<file path="config.mk">
export PLATFORM = sky130hd
export DESIGN_NAME = tcc_timer
export DESIGN_NICKNAME = d
export VERILOG_FILES = /design/src/logic/tcc_pkg.sv /design/src/logic/tcc_timer.sv /design/src/logic/tcc_prescaler.sv
export SDC_FILE = /design/constraint.sdc
export NUM_CORES = 1
export LEC_CHECK = 0
export BUFFER_PORTS_ARGS = -buffer_cell sky130_fd_sc_hd__buf_2
export CORE_ASPECT_RATIO = 1.5
export CORE_MARGIN = 2
export CORE_UTILIZATION = 55
export DETAILED_ROUTE_END_ITERATION = 12
export GPL_TIMING_DRIVEN = 0
export PLACE_DENSITY_LB_ADDON = 0.2
export SETUP_SLACK_MARGIN = 0.2
export SYNTH_ARGS = -nofsm -noshare
export SYNTH_HDL_FRONTEND = slang
export SYNTH_HIERARCHICAL = 1
export SYNTH_SLANG_ARGS = --single-unit
</file>
<file path="constraint.sdc">
create_clock -name clk -period 5.01 [get_ports clk]
set_input_delay 1.503 -clock clk [delete_from_list [all_inputs] [get_ports clk]]
set_output_delay 1.503 -clock clk [all_outputs]
set_load 0.05 [all_outputs]
</file>
<file path="src/logic/tcc_pkg.sv">
// package for the timer compare channel control block: offsets, fields, resets
package tcc_pkg;
  localparam int          TCC_AW           = 8;
  // register byte offsets on the AXI4-Lite slave
  localparam logic [7:0]  ADR_FUNC_SEL     = 8'h00;
  localparam logic [7:0]  ADR_FORCE        = 8'h04;
  localparam logic [7:0]  ADR_PIN_MASK     = 8'h08;
  localparam logic [7:0]  ADR_PIN_DATA     = 8'h0C;
  localparam logic [7:0]  ADR_COUNT        = 8'h10;
  localparam logic [7:0]  ADR_CTRL         = 8'h14;
  localparam logic [7:0]  ADR_ACT_MODE     = 8'h18;
  localparam logic [7:0]  ADR_PORT_DIR     = 8'h1C;
  localparam logic [7:0]  ADR_PORT_DATA    = 8'h20;
  localparam logic [7:0]  ADR_IRQ_STAT     = 8'h24;
  localparam logic [7:0]  ADR_IRQ_MASK     = 8'h28;
  localparam logic [7:0]  ADR_CMP_BASE     = 8'h40; // 8 words 0x40..0x5C
  // control register fields
  localparam int          CTRL_TIMER_ON    = 7;
  localparam int          CTRL_CLR_ON_CH7  = 3;
  localparam int          CTRL_PRE_LSB     = 0;
  localparam int          PRE_W            = 3;
  localparam logic [2:0]  PRE_MAX_CODE     = 3'h5;
  // reset values
  localparam logic [7:0]  RST_BYTE         = 8'h00;
  localparam logic [15:0] RST_WORD         = 16'h0000;
  // status bits: 0..7 channel compare matches, 8 counter overflow
  localparam int          IRQ_W            = 9;
  localparam int          IRQ_OVF          = 8;
  // AXI response codes
  localparam logic [1:0]  RESP_OKAY        = 2'h0;
  localparam logic [1:0]  RESP_SLVERR      = 2'h2;
endpackage

</file>
<file path="src/logic/tcc_timer.sv">
// timer compare channel control: counter, compare channels, port takeover
// Overview of operation
// - 16-bit prescaled counter, eight 16-bit capture/compare channels; only compare is built here.
// - an enabled compare on a pin overrides that pin's direction bit.
// - port data writes latch while timer owns pin; driven once released.
// - channel select bit 0 means input capture, 1 means output compare; the code has no capture, a 0 channel never matches.
// - force register always reads as zero.
// - force bit runs the compare action now without setting the flag.
// - compare channel with ch7 mask set is an output; direction bit unchanged.
// - channel-7 match copies masked ch7 data bits to the port.
// - ch7 data overrides a channel's own action on a same-cycle match.
// - counter writes ignored in normal mode; reads always allowed.
// - first count after a counter write may be short; no resync.
// - clear-on-ch7 bit makes a channel-7 match reset the counter.
// - action pair: 00 off, 01 toggle, 10 clear, 11 set.
// - prescale codes 000..101 divide by 1..32; 110, 111 reserved.
// - timer-on bit 0 stops the timer and counter.
//
// Decided for this implementation: the AXI4-Lite interface to the registers and the address map.
`timescale 1ns/1ps
`default_nettype none
module tcc_timer
  import tcc_pkg::*;
#(
  parameter int NCH = 8
) (
  input  wire logic              clk,
  input  wire logic              rst_b,
  input  wire logic              special_mode,
  input  wire logic [TCC_AW-1:0] s_axi_awaddr,
  input  wire logic              s_axi_awvalid,
  output logic                   s_axi_awready,
  input  wire logic [31:0]       s_axi_wdata,
  input  wire logic [3:0]        s_axi_wstrb,
  input  wire logic              s_axi_wvalid,
  output logic                   s_axi_wready,
  output logic [1:0]             s_axi_bresp,
  output logic                   s_axi_bvalid,
  input  wire logic              s_axi_bready,
  input  wire logic [TCC_AW-1:0] s_axi_araddr,
  input  wire logic              s_axi_arvalid,
  output logic                   s_axi_arready,
  output logic [31:0]            s_axi_rdata,
  output logic [1:0]             s_axi_rresp,
  output logic                   s_axi_rvalid,
  input  wire logic              s_axi_rready,
  input  wire logic [NCH-1:0]    pin_in,
  output logic [NCH-1:0]         pin_out,
  output logic [NCH-1:0]         pin_oe,
  output logic                   irq
);
  // software state
  logic [NCH-1:0] func_q, func_d, mask_q, mask_d, pdat_q, pdat_d;
  logic [NCH-1:0] dir_q, dir_d, port_q, port_d;
  logic [7:0]     ctrl_q, ctrl_d;
  logic [15:0]    mode_q, mode_d;
  logic [15:0]    cnt_q, cnt_d;
  logic [15:0]    cmp_q [NCH];
  logic [15:0]    cmp_d [NCH];
  logic [IRQ_W-1:0] stat_q, stat_d, imsk_q, imsk_d;
  logic [NCH-1:0] oc_q, oc_d;
  // bus handshake state
  logic           aw_q, aw_d, w_q, w_d, bv_q, bv_d, rv_q, rv_d;
  logic [TCC_AW-1:0] awa_q, awa_d;
  logic [31:0]    wd_q, wd_d, rd_q, rd_d;
  logic [1:0]     br_q, br_d, rr_q, rr_d;
  // internal
  logic           tick, wr_go, rd_go, wr_ok, rd_ok;
  logic [NCH-1:0] match, forced, fire;
  logic [7:0]     wb;
  logic [31:0]    rv;

  tcc_prescaler u_pre (
    .clk   (clk),
    .rst_b (rst_b),
    .run   (ctrl_q[CTRL_TIMER_ON]),
    .code  (ctrl_q[CTRL_PRE_LSB +: PRE_W]),
    .tick  (tick)
  );

  // a write runs once both address and data have arrived, in any order
  assign wr_go = aw_q && w_q && !bv_q;
  assign rd_go = s_axi_arvalid && !rv_q;
  assign s_axi_awready = !aw_q && !bv_q;
  assign s_axi_wready  = !w_q && !bv_q;
  assign s_axi_arready = !rv_q;
  assign s_axi_bvalid  = bv_q;
  assign s_axi_bresp   = br_q;
  assign s_axi_rvalid  = rv_q;
  assign s_axi_rdata   = rd_q;
  assign s_axi_rresp   = rr_q;
  assign wb            = wd_q[7:0];

  // compare matches only count in compare channels while the timer runs
  generate
    for (genvar g = 0; g < NCH; g++) begin : g_ch
      assign match[g]  = func_q[g] && ctrl_q[CTRL_TIMER_ON]
                         && tick && (cnt_q == cmp_q[g]);
      assign forced[g] = wr_go && (awa_q == ADR_FORCE)
                         && wd_q[g] && s_axi_wstrb[0];
      assign fire[g]   = match[g] || forced[g];
      // pin ownership: action mode or ch7 mask takes it from the port
      assign pin_oe[g] = (func_q[g] && (mode_q[2*g +: 2] != 2'h0
                         || mask_q[g])) ? 1'b1 : dir_q[g];
      assign pin_out[g] = (func_q[g] && (mode_q[2*g +: 2] != 2'h0
                          || mask_q[g])) ? oc_q[g] : port_q[g];
    end
  endgenerate

  assign irq = |(stat_q & imsk_q);

  // read mux; force register always reads zero
  always_comb begin
    rv    = 32'h00000000;
    rd_ok = 1'b1;
    if (s_axi_araddr >= ADR_CMP_BASE
        && s_axi_araddr < ADR_CMP_BASE + 8'(4 * NCH)
        && s_axi_araddr[1:0] == 2'h0) begin
      rv = {16'h0000, cmp_q[3'((s_axi_araddr - ADR_CMP_BASE) >> 2)]};
    end else begin
      unique case (s_axi_araddr)
        ADR_FUNC_SEL:  rv[NCH-1:0] = func_q;
        ADR_FORCE:     rv = 32'h00000000;
        ADR_PIN_MASK:  rv[NCH-1:0] = mask_q;
        ADR_PIN_DATA:  rv[NCH-1:0] = pdat_q;
        ADR_COUNT:     rv[15:0] = cnt_q;
        ADR_CTRL:      rv[7:0] = ctrl_q;
        ADR_ACT_MODE:  rv[15:0] = mode_q;
        ADR_PORT_DIR:  rv[NCH-1:0] = dir_q;
        ADR_PORT_DATA: rv[NCH-1:0] = (pin_oe & port_q) | (~pin_oe & pin_in);
        ADR_IRQ_STAT:  rv[IRQ_W-1:0] = stat_q;
        ADR_IRQ_MASK:  rv[IRQ_W-1:0] = imsk_q;
        default:       rd_ok = 1'b0;
      endcase
    end
  end

  // write decode of the compare array
  always_comb begin
    wr_ok = 1'b1;
    for (int ci = 0; ci < NCH; ci++) begin
      cmp_d[ci] = cmp_q[ci];
      if (wr_go && awa_q == ADR_CMP_BASE + 8'(4 * ci)) begin
        cmp_d[ci] = wd_q[15:0];
      end
    end
    if (!(awa_q inside {ADR_FUNC_SEL, ADR_FORCE, ADR_PIN_MASK, ADR_PIN_DATA,
        ADR_COUNT, ADR_CTRL, ADR_ACT_MODE, ADR_PORT_DIR, ADR_PORT_DATA,
        ADR_IRQ_STAT, ADR_IRQ_MASK})
        && !(awa_q >= ADR_CMP_BASE && awa_q < ADR_CMP_BASE + 8'(4 * NCH)
        && awa_q[1:0] == 2'h0)) begin
      wr_ok = 1'b0;
    end
  end

  // register, counter, compare action and bus next-state logic
  always_comb begin
    func_d = func_q;  mask_d = mask_q;  pdat_d = pdat_q;
    dir_d  = dir_q;   port_d = port_q;  ctrl_d = ctrl_q;
    mode_d = mode_q;  cnt_d  = cnt_q;   imsk_d = imsk_q;
    oc_d   = oc_q;    stat_d = stat_q;
    aw_d = aw_q;  w_d = w_q;  bv_d = bv_q;  rv_d = rv_q;
    awa_d = awa_q;  wd_d = wd_q;  rd_d = rd_q;  br_d = br_q;  rr_d = rr_q;
    // bus channels
    if (s_axi_awvalid && s_axi_awready) begin
      aw_d  = 1'b1;
      awa_d = s_axi_awaddr;
    end
    if (s_axi_wvalid && s_axi_wready) begin
      w_d  = 1'b1;
      wd_d = s_axi_wdata;
    end
    if (wr_go) begin
      aw_d = 1'b0;
      w_d  = 1'b0;
      bv_d = 1'b1;
      br_d = wr_ok ? RESP_OKAY : RESP_SLVERR;
    end
    if (bv_q && s_axi_bready) bv_d = 1'b0;
    if (rd_go) begin
      rv_d = 1'b1;
      rd_d = rv;
      rr_d = rd_ok ? RESP_OKAY : RESP_SLVERR;
    end
    if (rv_q && s_axi_rready) rv_d = 1'b0;
    // register writes (low byte lane; counter, compare and action mode need all 16 bits, irq registers 9)
    if (wr_go) begin
      unique case (awa_q)
        ADR_FUNC_SEL:  func_d = wb;
        ADR_PIN_MASK:  mask_d = wb;
        ADR_PIN_DATA:  pdat_d = wb;
        ADR_CTRL:      ctrl_d = wb;
        ADR_ACT_MODE:  mode_d = wd_q[15:0];
        ADR_PORT_DIR:  dir_d  = wb;
        ADR_PORT_DATA: port_d = wb;
        ADR_IRQ_MASK:  imsk_d = wd_q[IRQ_W-1:0];
        ADR_IRQ_STAT:  stat_d = stat_q & ~wd_q[IRQ_W-1:0];
        default: ;
      endcase
    end
    // counter: count, clear on ch7, special-mode write
    if (ctrl_q[CTRL_TIMER_ON] && tick) begin
      if (match[NCH-1] && ctrl_q[CTRL_CLR_ON_CH7]) begin
        cnt_d = RST_WORD;
      end else begin
        cnt_d = cnt_q + 16'h0001;
        if (cnt_q == 16'hFFFF) stat_d[IRQ_OVF] = 1'b1;
      end
    end
    if (wr_go && awa_q == ADR_COUNT && special_mode) begin
      cnt_d = wd_q[15:0];
    end
    // per-channel action, then ch7 data overrides masked bits
    for (int ci = 0; ci < NCH; ci++) begin
      if (fire[ci]) begin
        unique case (mode_q[2*ci +: 2])
          2'h0: oc_d[ci] = oc_q[ci];
          2'h1: oc_d[ci] = ~oc_q[ci];
          2'h2: oc_d[ci] = 1'b0;
          2'h3: oc_d[ci] = 1'b1;
        endcase
      end
      if (fire[NCH-1] && mask_q[ci]) begin
        oc_d[ci] = pdat_q[ci];
      end
      if (match[ci]) stat_d[ci] = 1'b1;                    // set wins
    end
  end

  // registers
  always_ff @(posedge clk) begin
    if (!rst_b) begin
      func_q <= RST_BYTE;  mask_q <= RST_BYTE;  pdat_q <= RST_BYTE;
      dir_q  <= RST_BYTE;  port_q <= RST_BYTE;  ctrl_q <= RST_BYTE;
      mode_q <= RST_WORD;  cnt_q  <= RST_WORD;  oc_q   <= RST_BYTE;
      stat_q <= '0;  imsk_q <= '0;
      aw_q <= 1'b0;  w_q <= 1'b0;  bv_q <= 1'b0;  rv_q <= 1'b0;
      awa_q <= '0;  wd_q <= '0;  rd_q <= '0;
      br_q <= RESP_OKAY;  rr_q <= RESP_OKAY;
      for (int k = 0; k < NCH; k++) cmp_q[k] <= RST_WORD;
    end else begin
      func_q <= func_d;  mask_q <= mask_d;  pdat_q <= pdat_d;
      dir_q  <= dir_d;   port_q <= port_d;  ctrl_q <= ctrl_d;
      mode_q <= mode_d;  cnt_q  <= cnt_d;   oc_q   <= oc_d;
      stat_q <= stat_d;  imsk_q <= imsk_d;
      aw_q <= aw_d;  w_q <= w_d;  bv_q <= bv_d;  rv_q <= rv_d;
      awa_q <= awa_d;  wd_q <= wd_d;  rd_q <= rd_d;
      br_q <= br_d;  rr_q <= rr_d;
      for (int k = 0; k < NCH; k++) cmp_q[k] <= cmp_d[k];
    end
  end
endmodule
`default_nettype wire

</file>
<file path="src/logic/tcc_prescaler.sv">
// prescaler producing a one-cycle count enable at clk / 2^code, and at clk / 32 for codes 6 and 7
`timescale 1ns/1ps
`default_nettype none
module tcc_prescaler
  import tcc_pkg::*;
(
  input  wire logic             clk,
  input  wire logic             rst_b,
  input  wire logic             run,
  input  wire logic [PRE_W-1:0] code,
  output logic                  tick
);
  logic [4:0] div_q;
  logic [4:0] div_d;
  logic [4:0] lim;

  // divider wraps at 2^code-1, at most 31; a code change acts at once on the running count
  always_comb begin
    lim   = 5'((6'h01 << code) - 6'h01);
    div_d = div_q;
    tick  = 1'b0;
    if (run) begin
      if (div_q >= lim) begin
        div_d = 5'h00;
        tick  = 1'b1;
      end else begin
        div_d = div_q + 5'h01;
      end
    end
  end

  // no resync on counter writes: the first period after one may be short
  always_ff @(posedge clk) begin
    if (!rst_b) begin
      div_q <= 5'h00;
    end else begin
      div_q <= div_d;
    end
  end
endmodule
`default_nettype wire

</file>
## Yosys cells after proc, flatten, opt, wreduce, memory -nomap -nowiden

Memory sizes are Yosys's and may differ from the RTL's.
Index checks and enable logic that the tools add are counted.
W data, S select, Z words.

| word-level totals | value |
|---|---|
| bits in writable memories | 128 |
| memories kept | 1 |
| bits of input ports | 68 |
| flip-flop bits (word level) | 175 |
| output and inout bits | 58 |

Memories:

| name | depth | bits a word | rd ports | clocked after Yosys merged registers in | wr ports | RTL line | RTL |
|---|---|---|---|---|---|---|---|
| cmp_q | 8 | 16 | 9 | 0 | 8 | tcc_timer.sv:58 | `logic [15:0] cmp_q [NCH];` |

| operators by class | value |
|---|---|
| bitwise gates (word level) | 24 |
| muxes and demuxes | 85 |
| add/sub/neg operators | 4 |
| equality and inequality tests | 69 |
| order comparisons | 5 |
| shift operators | 1 |
| reductions and logical operators | 180 |

Operator list:

| kind | count |
|---|---|
| $mux W16 | 20 |
| $eq A16 B16 Y1 | 8 |
| $logic_and A1 B1 Y1 | 83 |
| $pmux W8 S10 | 1 |
| $reduce_bool A2 Y1 | 33 |
| $eq A8 B5 Y1 const B | 8 |
| $eq A8 B7 Y1 const B | 8 |
| $mux W1 | 49 |
| $eq A8 B6 Y1 const B | 6 |
| $reduce_and A2 Y1 | 24 |
| $eq A2 B2 Y1 const B | 16 |
| $eq A8 B4 Y1 const B | 4 |
| $pmux W1 S3 | 8 |
| $logic_not A2 Y1 | 10 |
| $and A9 B9 Y9 | 2 |
| $mux W9 | 2 |
| $add A16 B1 Y16 const B | 1 |
| $and A8 B8 Y8 | 2 |
| $eq A16 B16 Y1 const B | 1 |
| $eq A2 B1 Y1 const B | 8 |
| $eq A8 B3 Y1 const B | 2 |
| $ge A8 B7 Y1 const B | 2 |
| $logic_not A8 Y1 | 2 |
| $logic_or A1 B1 Y1 | 16 |
| 20 further kinds | 52 |

## Depth between registers and ports, before layout

| logic depth | value |
|---|---|
| word-level depth | 11 |
| gate-level depth with buffers | 12 |
| mapped depth without buffers | 11 |

## Modules after synthesis

The synthesis kept the hierarchy.

By module, submodules not included:

| module | instances | cells an instance | area an instance (um2) |
|---|---|---|---|
| tcc_timer | 1 | 1908 | 15084.5 |
| tcc_prescaler | 1 | 47 | 391.6 |

## Worst setup path before layout

No wires, ideal clock.

| timing | value |
|---|---|
| path type | input to register |
| start point | input s_axi_araddr[3] |
| end point | register rd_q[8], in the netlist s_axi_rdata[8] |
| stages on the path | 8 |
| library setup time | 0.122 ns |
| path buffers | 3 |
| setup slack | 1.702 ns |
| data required time | 4.888 ns |
| arrival time | 3.186 ns |
| path through | buf_2 -> buf_1 -> buf_1 -> mux4_2 -> mux2i_1 -> nor2_1 -> a311oi_1 -> nor2_1 |

| on the way | value |
|---|---|
| word-level cells in the longest chain between the ends | 4 |
| elaborated cells between the ends (all ways) | 12 |
| classes of those cells | add/sub (1); order compare (2); eq/ne (4); mux (2); reduce/logical (2); memory (1) |

RTL lines:

| item | RTL line | RTL |
|---|---|---|
| start: declaration | tcc_timer.sv:40 | `input wire logic [TCC_AW-1:0] s_axi_araddr,` |
| branches (longest 3 deep; another with $mem_v2 Z8 W16) | -- |  |
| $mux W16 (*) | tcc_timer.sv:116 | `if (s_axi_araddr >= ADR_CMP_BASE` |
| end signal: assignment | tcc_timer.sv:247 | `awa_q <= awa_d; wd_q <= wd_d; rd_q <= rd_d;` |
| end: declaration | tcc_timer.sv:65 | `logic [31:0] wd_q, wd_d, rd_q, rd_d;` |

Mark *: on every way between the ends.
A chain may end at the register's enable or synchronous reset.

## Final worst setup path

| timing | value |
|---|---|
| start point | register ctrl_q[0] |
| end point | register stat_q[1] |

| on the way | value |
|---|---|
| word-level cells in the longest chain between the ends | 9 |
| elaborated cells between the ends (all ways) | 11 |
| classes of those cells | add/sub (1); order compare (1); shift (1); mux (3); reduce/logical (5) |

RTL lines:

| item | RTL line | RTL |
|---|---|---|
| start: declaration | tcc_timer.sv:55 | `logic [7:0] ctrl_q, ctrl_d;` |
| start signal: assignment | tcc_timer.sv:243 | `dir_q <= dir_d; port_q <= port_d; ctrl_q <= ctrl_d;` |
| $shl A1 B3 Y5 (*) | tcc_prescaler.sv:19 | `lim = 5'((6'h01 << code) - 6'h01);` |
| $sub A5 B1 Y5 (*) | tcc_prescaler.sv:19 |  |
| $ge A5 B5 Y1 (*) | tcc_prescaler.sv:23 | `if (div_q >= lim) begin` |
| $mux W1 (*) | tcc_prescaler.sv:23 |  |
| $mux W1 (*) | tcc_prescaler.sv:22 | `if (run) begin` |
| via tick | tcc_timer.sv:68 | `logic tick, wr_go, rd_go, wr_ok, rd_ok;` |
| $logic_and A1 B1 Y1 (*) (2 in series) | tcc_timer.sv:98 | `&& tick && (cnt_q == cmp_q[g]);` |
| $reduce_bool A2 Y1 (no source line) | -- |  |
| $reduce_and A2 Y1 (no source line) | -- |  |
| end signal: assignment | tcc_timer.sv:245 | `stat_q <= stat_d; imsk_q <= imsk_d;` |
| end: declaration | tcc_timer.sv:60 | `logic [IRQ_W-1:0] stat_q, stat_d, imsk_q, imsk_d;` |

The timed path passes the listed nets; every way through them passes the cells marked *.

==> impl_metrics.ini <==
[sta]
rsz0062_at_grt = false
fin_setup_tns_ns = 0
maxSlewViolCount = 0
finalHoldViolCount = 0
tightest_slew_ns = 1.43
setup_viol = 0
post-route-period-util = 0.963
period_needed_ns = 4.83
fin_worst_skew_ns = 0.0185
fin_hold_ws_ns = 0.460
clock.fmax_ghz = 0.207
maxSlewHeadroom = 0.0422
fin_ws_ns = 0.184

[logic_synthesis]
yosys-top-cells-area = dfxtp_1 (37%), nand2_1 (10%), a21oi_1 (8.8%)
synthFlopType = dfxtp_1
syn_area_sq_mm = 0.0155
syn_area_per_cell_sq_um = 7.92
synth_cell_type_count = 73
synth-seq-cells = 285
yosysTopAreaCellShare = 0.369
ys_seq_area_frac = 0.369
synth_edf_count = 0
synth_area_leader_cell = dfxtp_1
ys.warnings.count = 6
synthArstFlopShare = 0
netlist_instances = 1955

[floorplanning]
io_pins = 126
die_w_um = 141
die_area_sq_mm = 0.0295
rows = 75
start_util = 0.555
core-area_sq_mm = 0.0279
die_y_um = 209

[routing]
vias = 16300
avgViaCountPerCell = 6.62
drt_wl_total_um = 72600
drt-pass1-iter-count = 9
wl_per_cell_um = 29.5
drc = 0
drtIter0Drc = 1961
ant_nets = 0

[power_and_ir_drop]
p_leak_nw = 6.74
p_per_area_mw_per_mm2 = 304
p_total_mw = 5.30
ir_drop_mv = 0.304

[cts]
hold_buffers = 0
clock_sinks = 285
post_cts_buffers = 0
post_cts_resized = 0
cts_tree = yes
cts_root_buf = clkbuf_16
cts_max_level = 1
clk_pin_slew_ns = 0.07
clk_latency_ns = 0.59
ctsLongestPathBuffers = 3
cts_buffers = 28

[critical_path]
cp-start-kind = flip-flop
r2r-end = stat_q[1]
required_ns = 5.52
critPathCaptureType = flip-flop
worstPathCellList = or3_1 > ha_1 > nor2b_1 > o31a_1 > a21boi_0 > and2_1 > clkbuf_1 > nand2_1 > or3b_2 > nor2_1 > a21oi_1 > nor2_1
cp_data_arrival_time_ns = 5.34
r2r_slack_ns = 0.18
crit_type = reg2reg
crit_slowest_cell = a21boi_0
r2r-start = ctrl_q[0]
path_max_fanout = 10
crit_top_cell = nor2_1
reg2regPathDepth = 12
slowest_delay_ns = 1.07

[worst_hold_path]
hp-start = ctrl_q[6]
hold_path_class = reg2reg
holdPathEnd = ctrl_q[6]
holdPathStages = 2

[final_layout]
drive_gt1_frac = 0.105
final_util = 0.626
fin_nets = 2163
instances_no_fill = 2458
syn_to_final_growth_pct = 12.8
design_area_sq_mm = 0.0175

[run]
drv_cap = 0

[place]
dp_hpwl_um = 53900
gp_congestion = 1.09
dp_worst_setup_slack_ns = 0.497
io_buffer_count = 86
dp.cells = 2404
placed_area_sq_mm = 0.0164

[grt]
grt_pass1_vias = 15300
grt_pass1_wl_um = 102000
overflow = 0
antenna_found_initial = 5
grt_start_max_net_pins = 15
grt_usage = 0.482

[status]
outcome = finished clean
cells by family (layout without fill, tap and decap cells):
group / after synthesis / in the layout / synth area share
flops: 285 / 285 / 0.369
other cells: 1 / 21 / 0.000242
mux: 98 / 98 / 0.0856
xor+xnor: 147 / 147 / 0.0832
fa+ha+maj: 7 / 7 / 0.00566
buf+inv: 196 / 333 / 0.0539
simple gates: 790 / 790 / 0.235
compound gates: 431 / 431 / 0.167
where the power goes:
part | leakage, nW | switching (mW) | internal, mW
logic | 3.94 | 0.389 | 0.111
registers | 2.30 | 0.0267 | 2.29
clock network | 0.498 | 0.998 | 1.49
sequential cells by signal, indices dropped and copies added, names as in the netlist:
signal        flops
mask_q            8
mode_q           16
port_q            8
wd_q             16
awa_q             8
s_axi_bresp       1
cnt_q            16
s_axi_rvalid      1
u_pre/div_q       5
aw_q              1
ctrl_q            8
s_axi_rresp       1
imsk_q            9
func_q            8
oc_q              8
w_q               1
stat_q            9
dir_q             8
pdat_q            8
s_axi_bvalid      1
cmp_q           128
s_axi_rdata      16
worst max path at each step:
stage	startpoint	endpoint	slack, ns	depth (start not counted)
after detailed placement	s_axi_araddr[3]	s_axi_rdata[8]	0.50	8
final	ctrl_q[0]	stat_q[1]	0.18	12
after floorplan	s_axi_araddr[3]	s_axi_rdata[8]	1.70	8
after CTS	ctrl_q[0]	stat_q[1]	0.57	12
after global placement	s_axi_araddr[3]	s_axi_rdata[8]	0.56	8
after global routing	ctrl_q[0]	stat_q[1]	0.25	12
per-layer routing:
layer,vias to the layer above,part of all wire,global-route usage
li1,7096,-,-
met1,7591,0.33,0.536
met2,1177,0.44,0.744
met3,401,0.12,0.132
met4,2,0.11,0.446
met5,-,0.00012,0
cell usage in the layout (no fill, tap or decap), drive strengths merged, types with 18 or more instances in the layout:
master / count
nand3: 122
and3: 18
inv: 25
nand2: 418
a21oi: 272
buf: 135
nor3: 18
nor4: 35
conb: 18
mux4: 26
nor2: 78
xnor2: 37
a22oi: 26
clkbuf: 158
mux2i: 57
dfxtp: 285
o21ai: 31
nand4: 23
xor2: 110
Yosys cell counts, drive strengths merged, types with 3 or more instances:
cell,instances
or3,9
a2111o,3
o31ai,15
a31oi,10
and4,3
a21oi,272
nand2b,16
nand3,122
inv,25
o211a,6
a221oi,7
o21ai,31
or3b,3
o22a,3
o221ai,13
ha,7
nand2,418
nor3b,5
o221a,5
mux2,15
nor4b,7
o21a,4
a22oi,26
xnor2,37
nor2b,7
nand4,23
and3,18
buf,49
or2,3
mux2i,57
mux4,26
nand3b,8
dfxtp,285
and2,7
nor2,78
or4,6
nor4,35
o22ai,5
clkbuf,121
a41o,4
nor3,18
xor2,110
o211ai,3
a22o,3
critical path, delay by kind of cell, from the launching register on:
family | cells | cell delay, ns
compound gates | 3 | 1.45
simple gates | 7 | 2.13
flops | 1 | 0.36
fa+ha+maj | 1 | 0.31
buf+inv | 1 | 0.51
layout make-up:
cell class / instances / area, sq um
Antenna cell: 3 / 7.51
Buffer: 170 / 737
Clock buffer: 37 / 766
Clock inverter: 14 / 278
Fill cell: 2525 / 10400
Inverter: 26 / 97.6
Multi-Input combinational cell: 1491 / 9000
Sequential cell: 285 / 5710
Tap cell: 346 / 433
Timing Repair Buffer: 86 / 430
(Power assumes the default switching activity.)
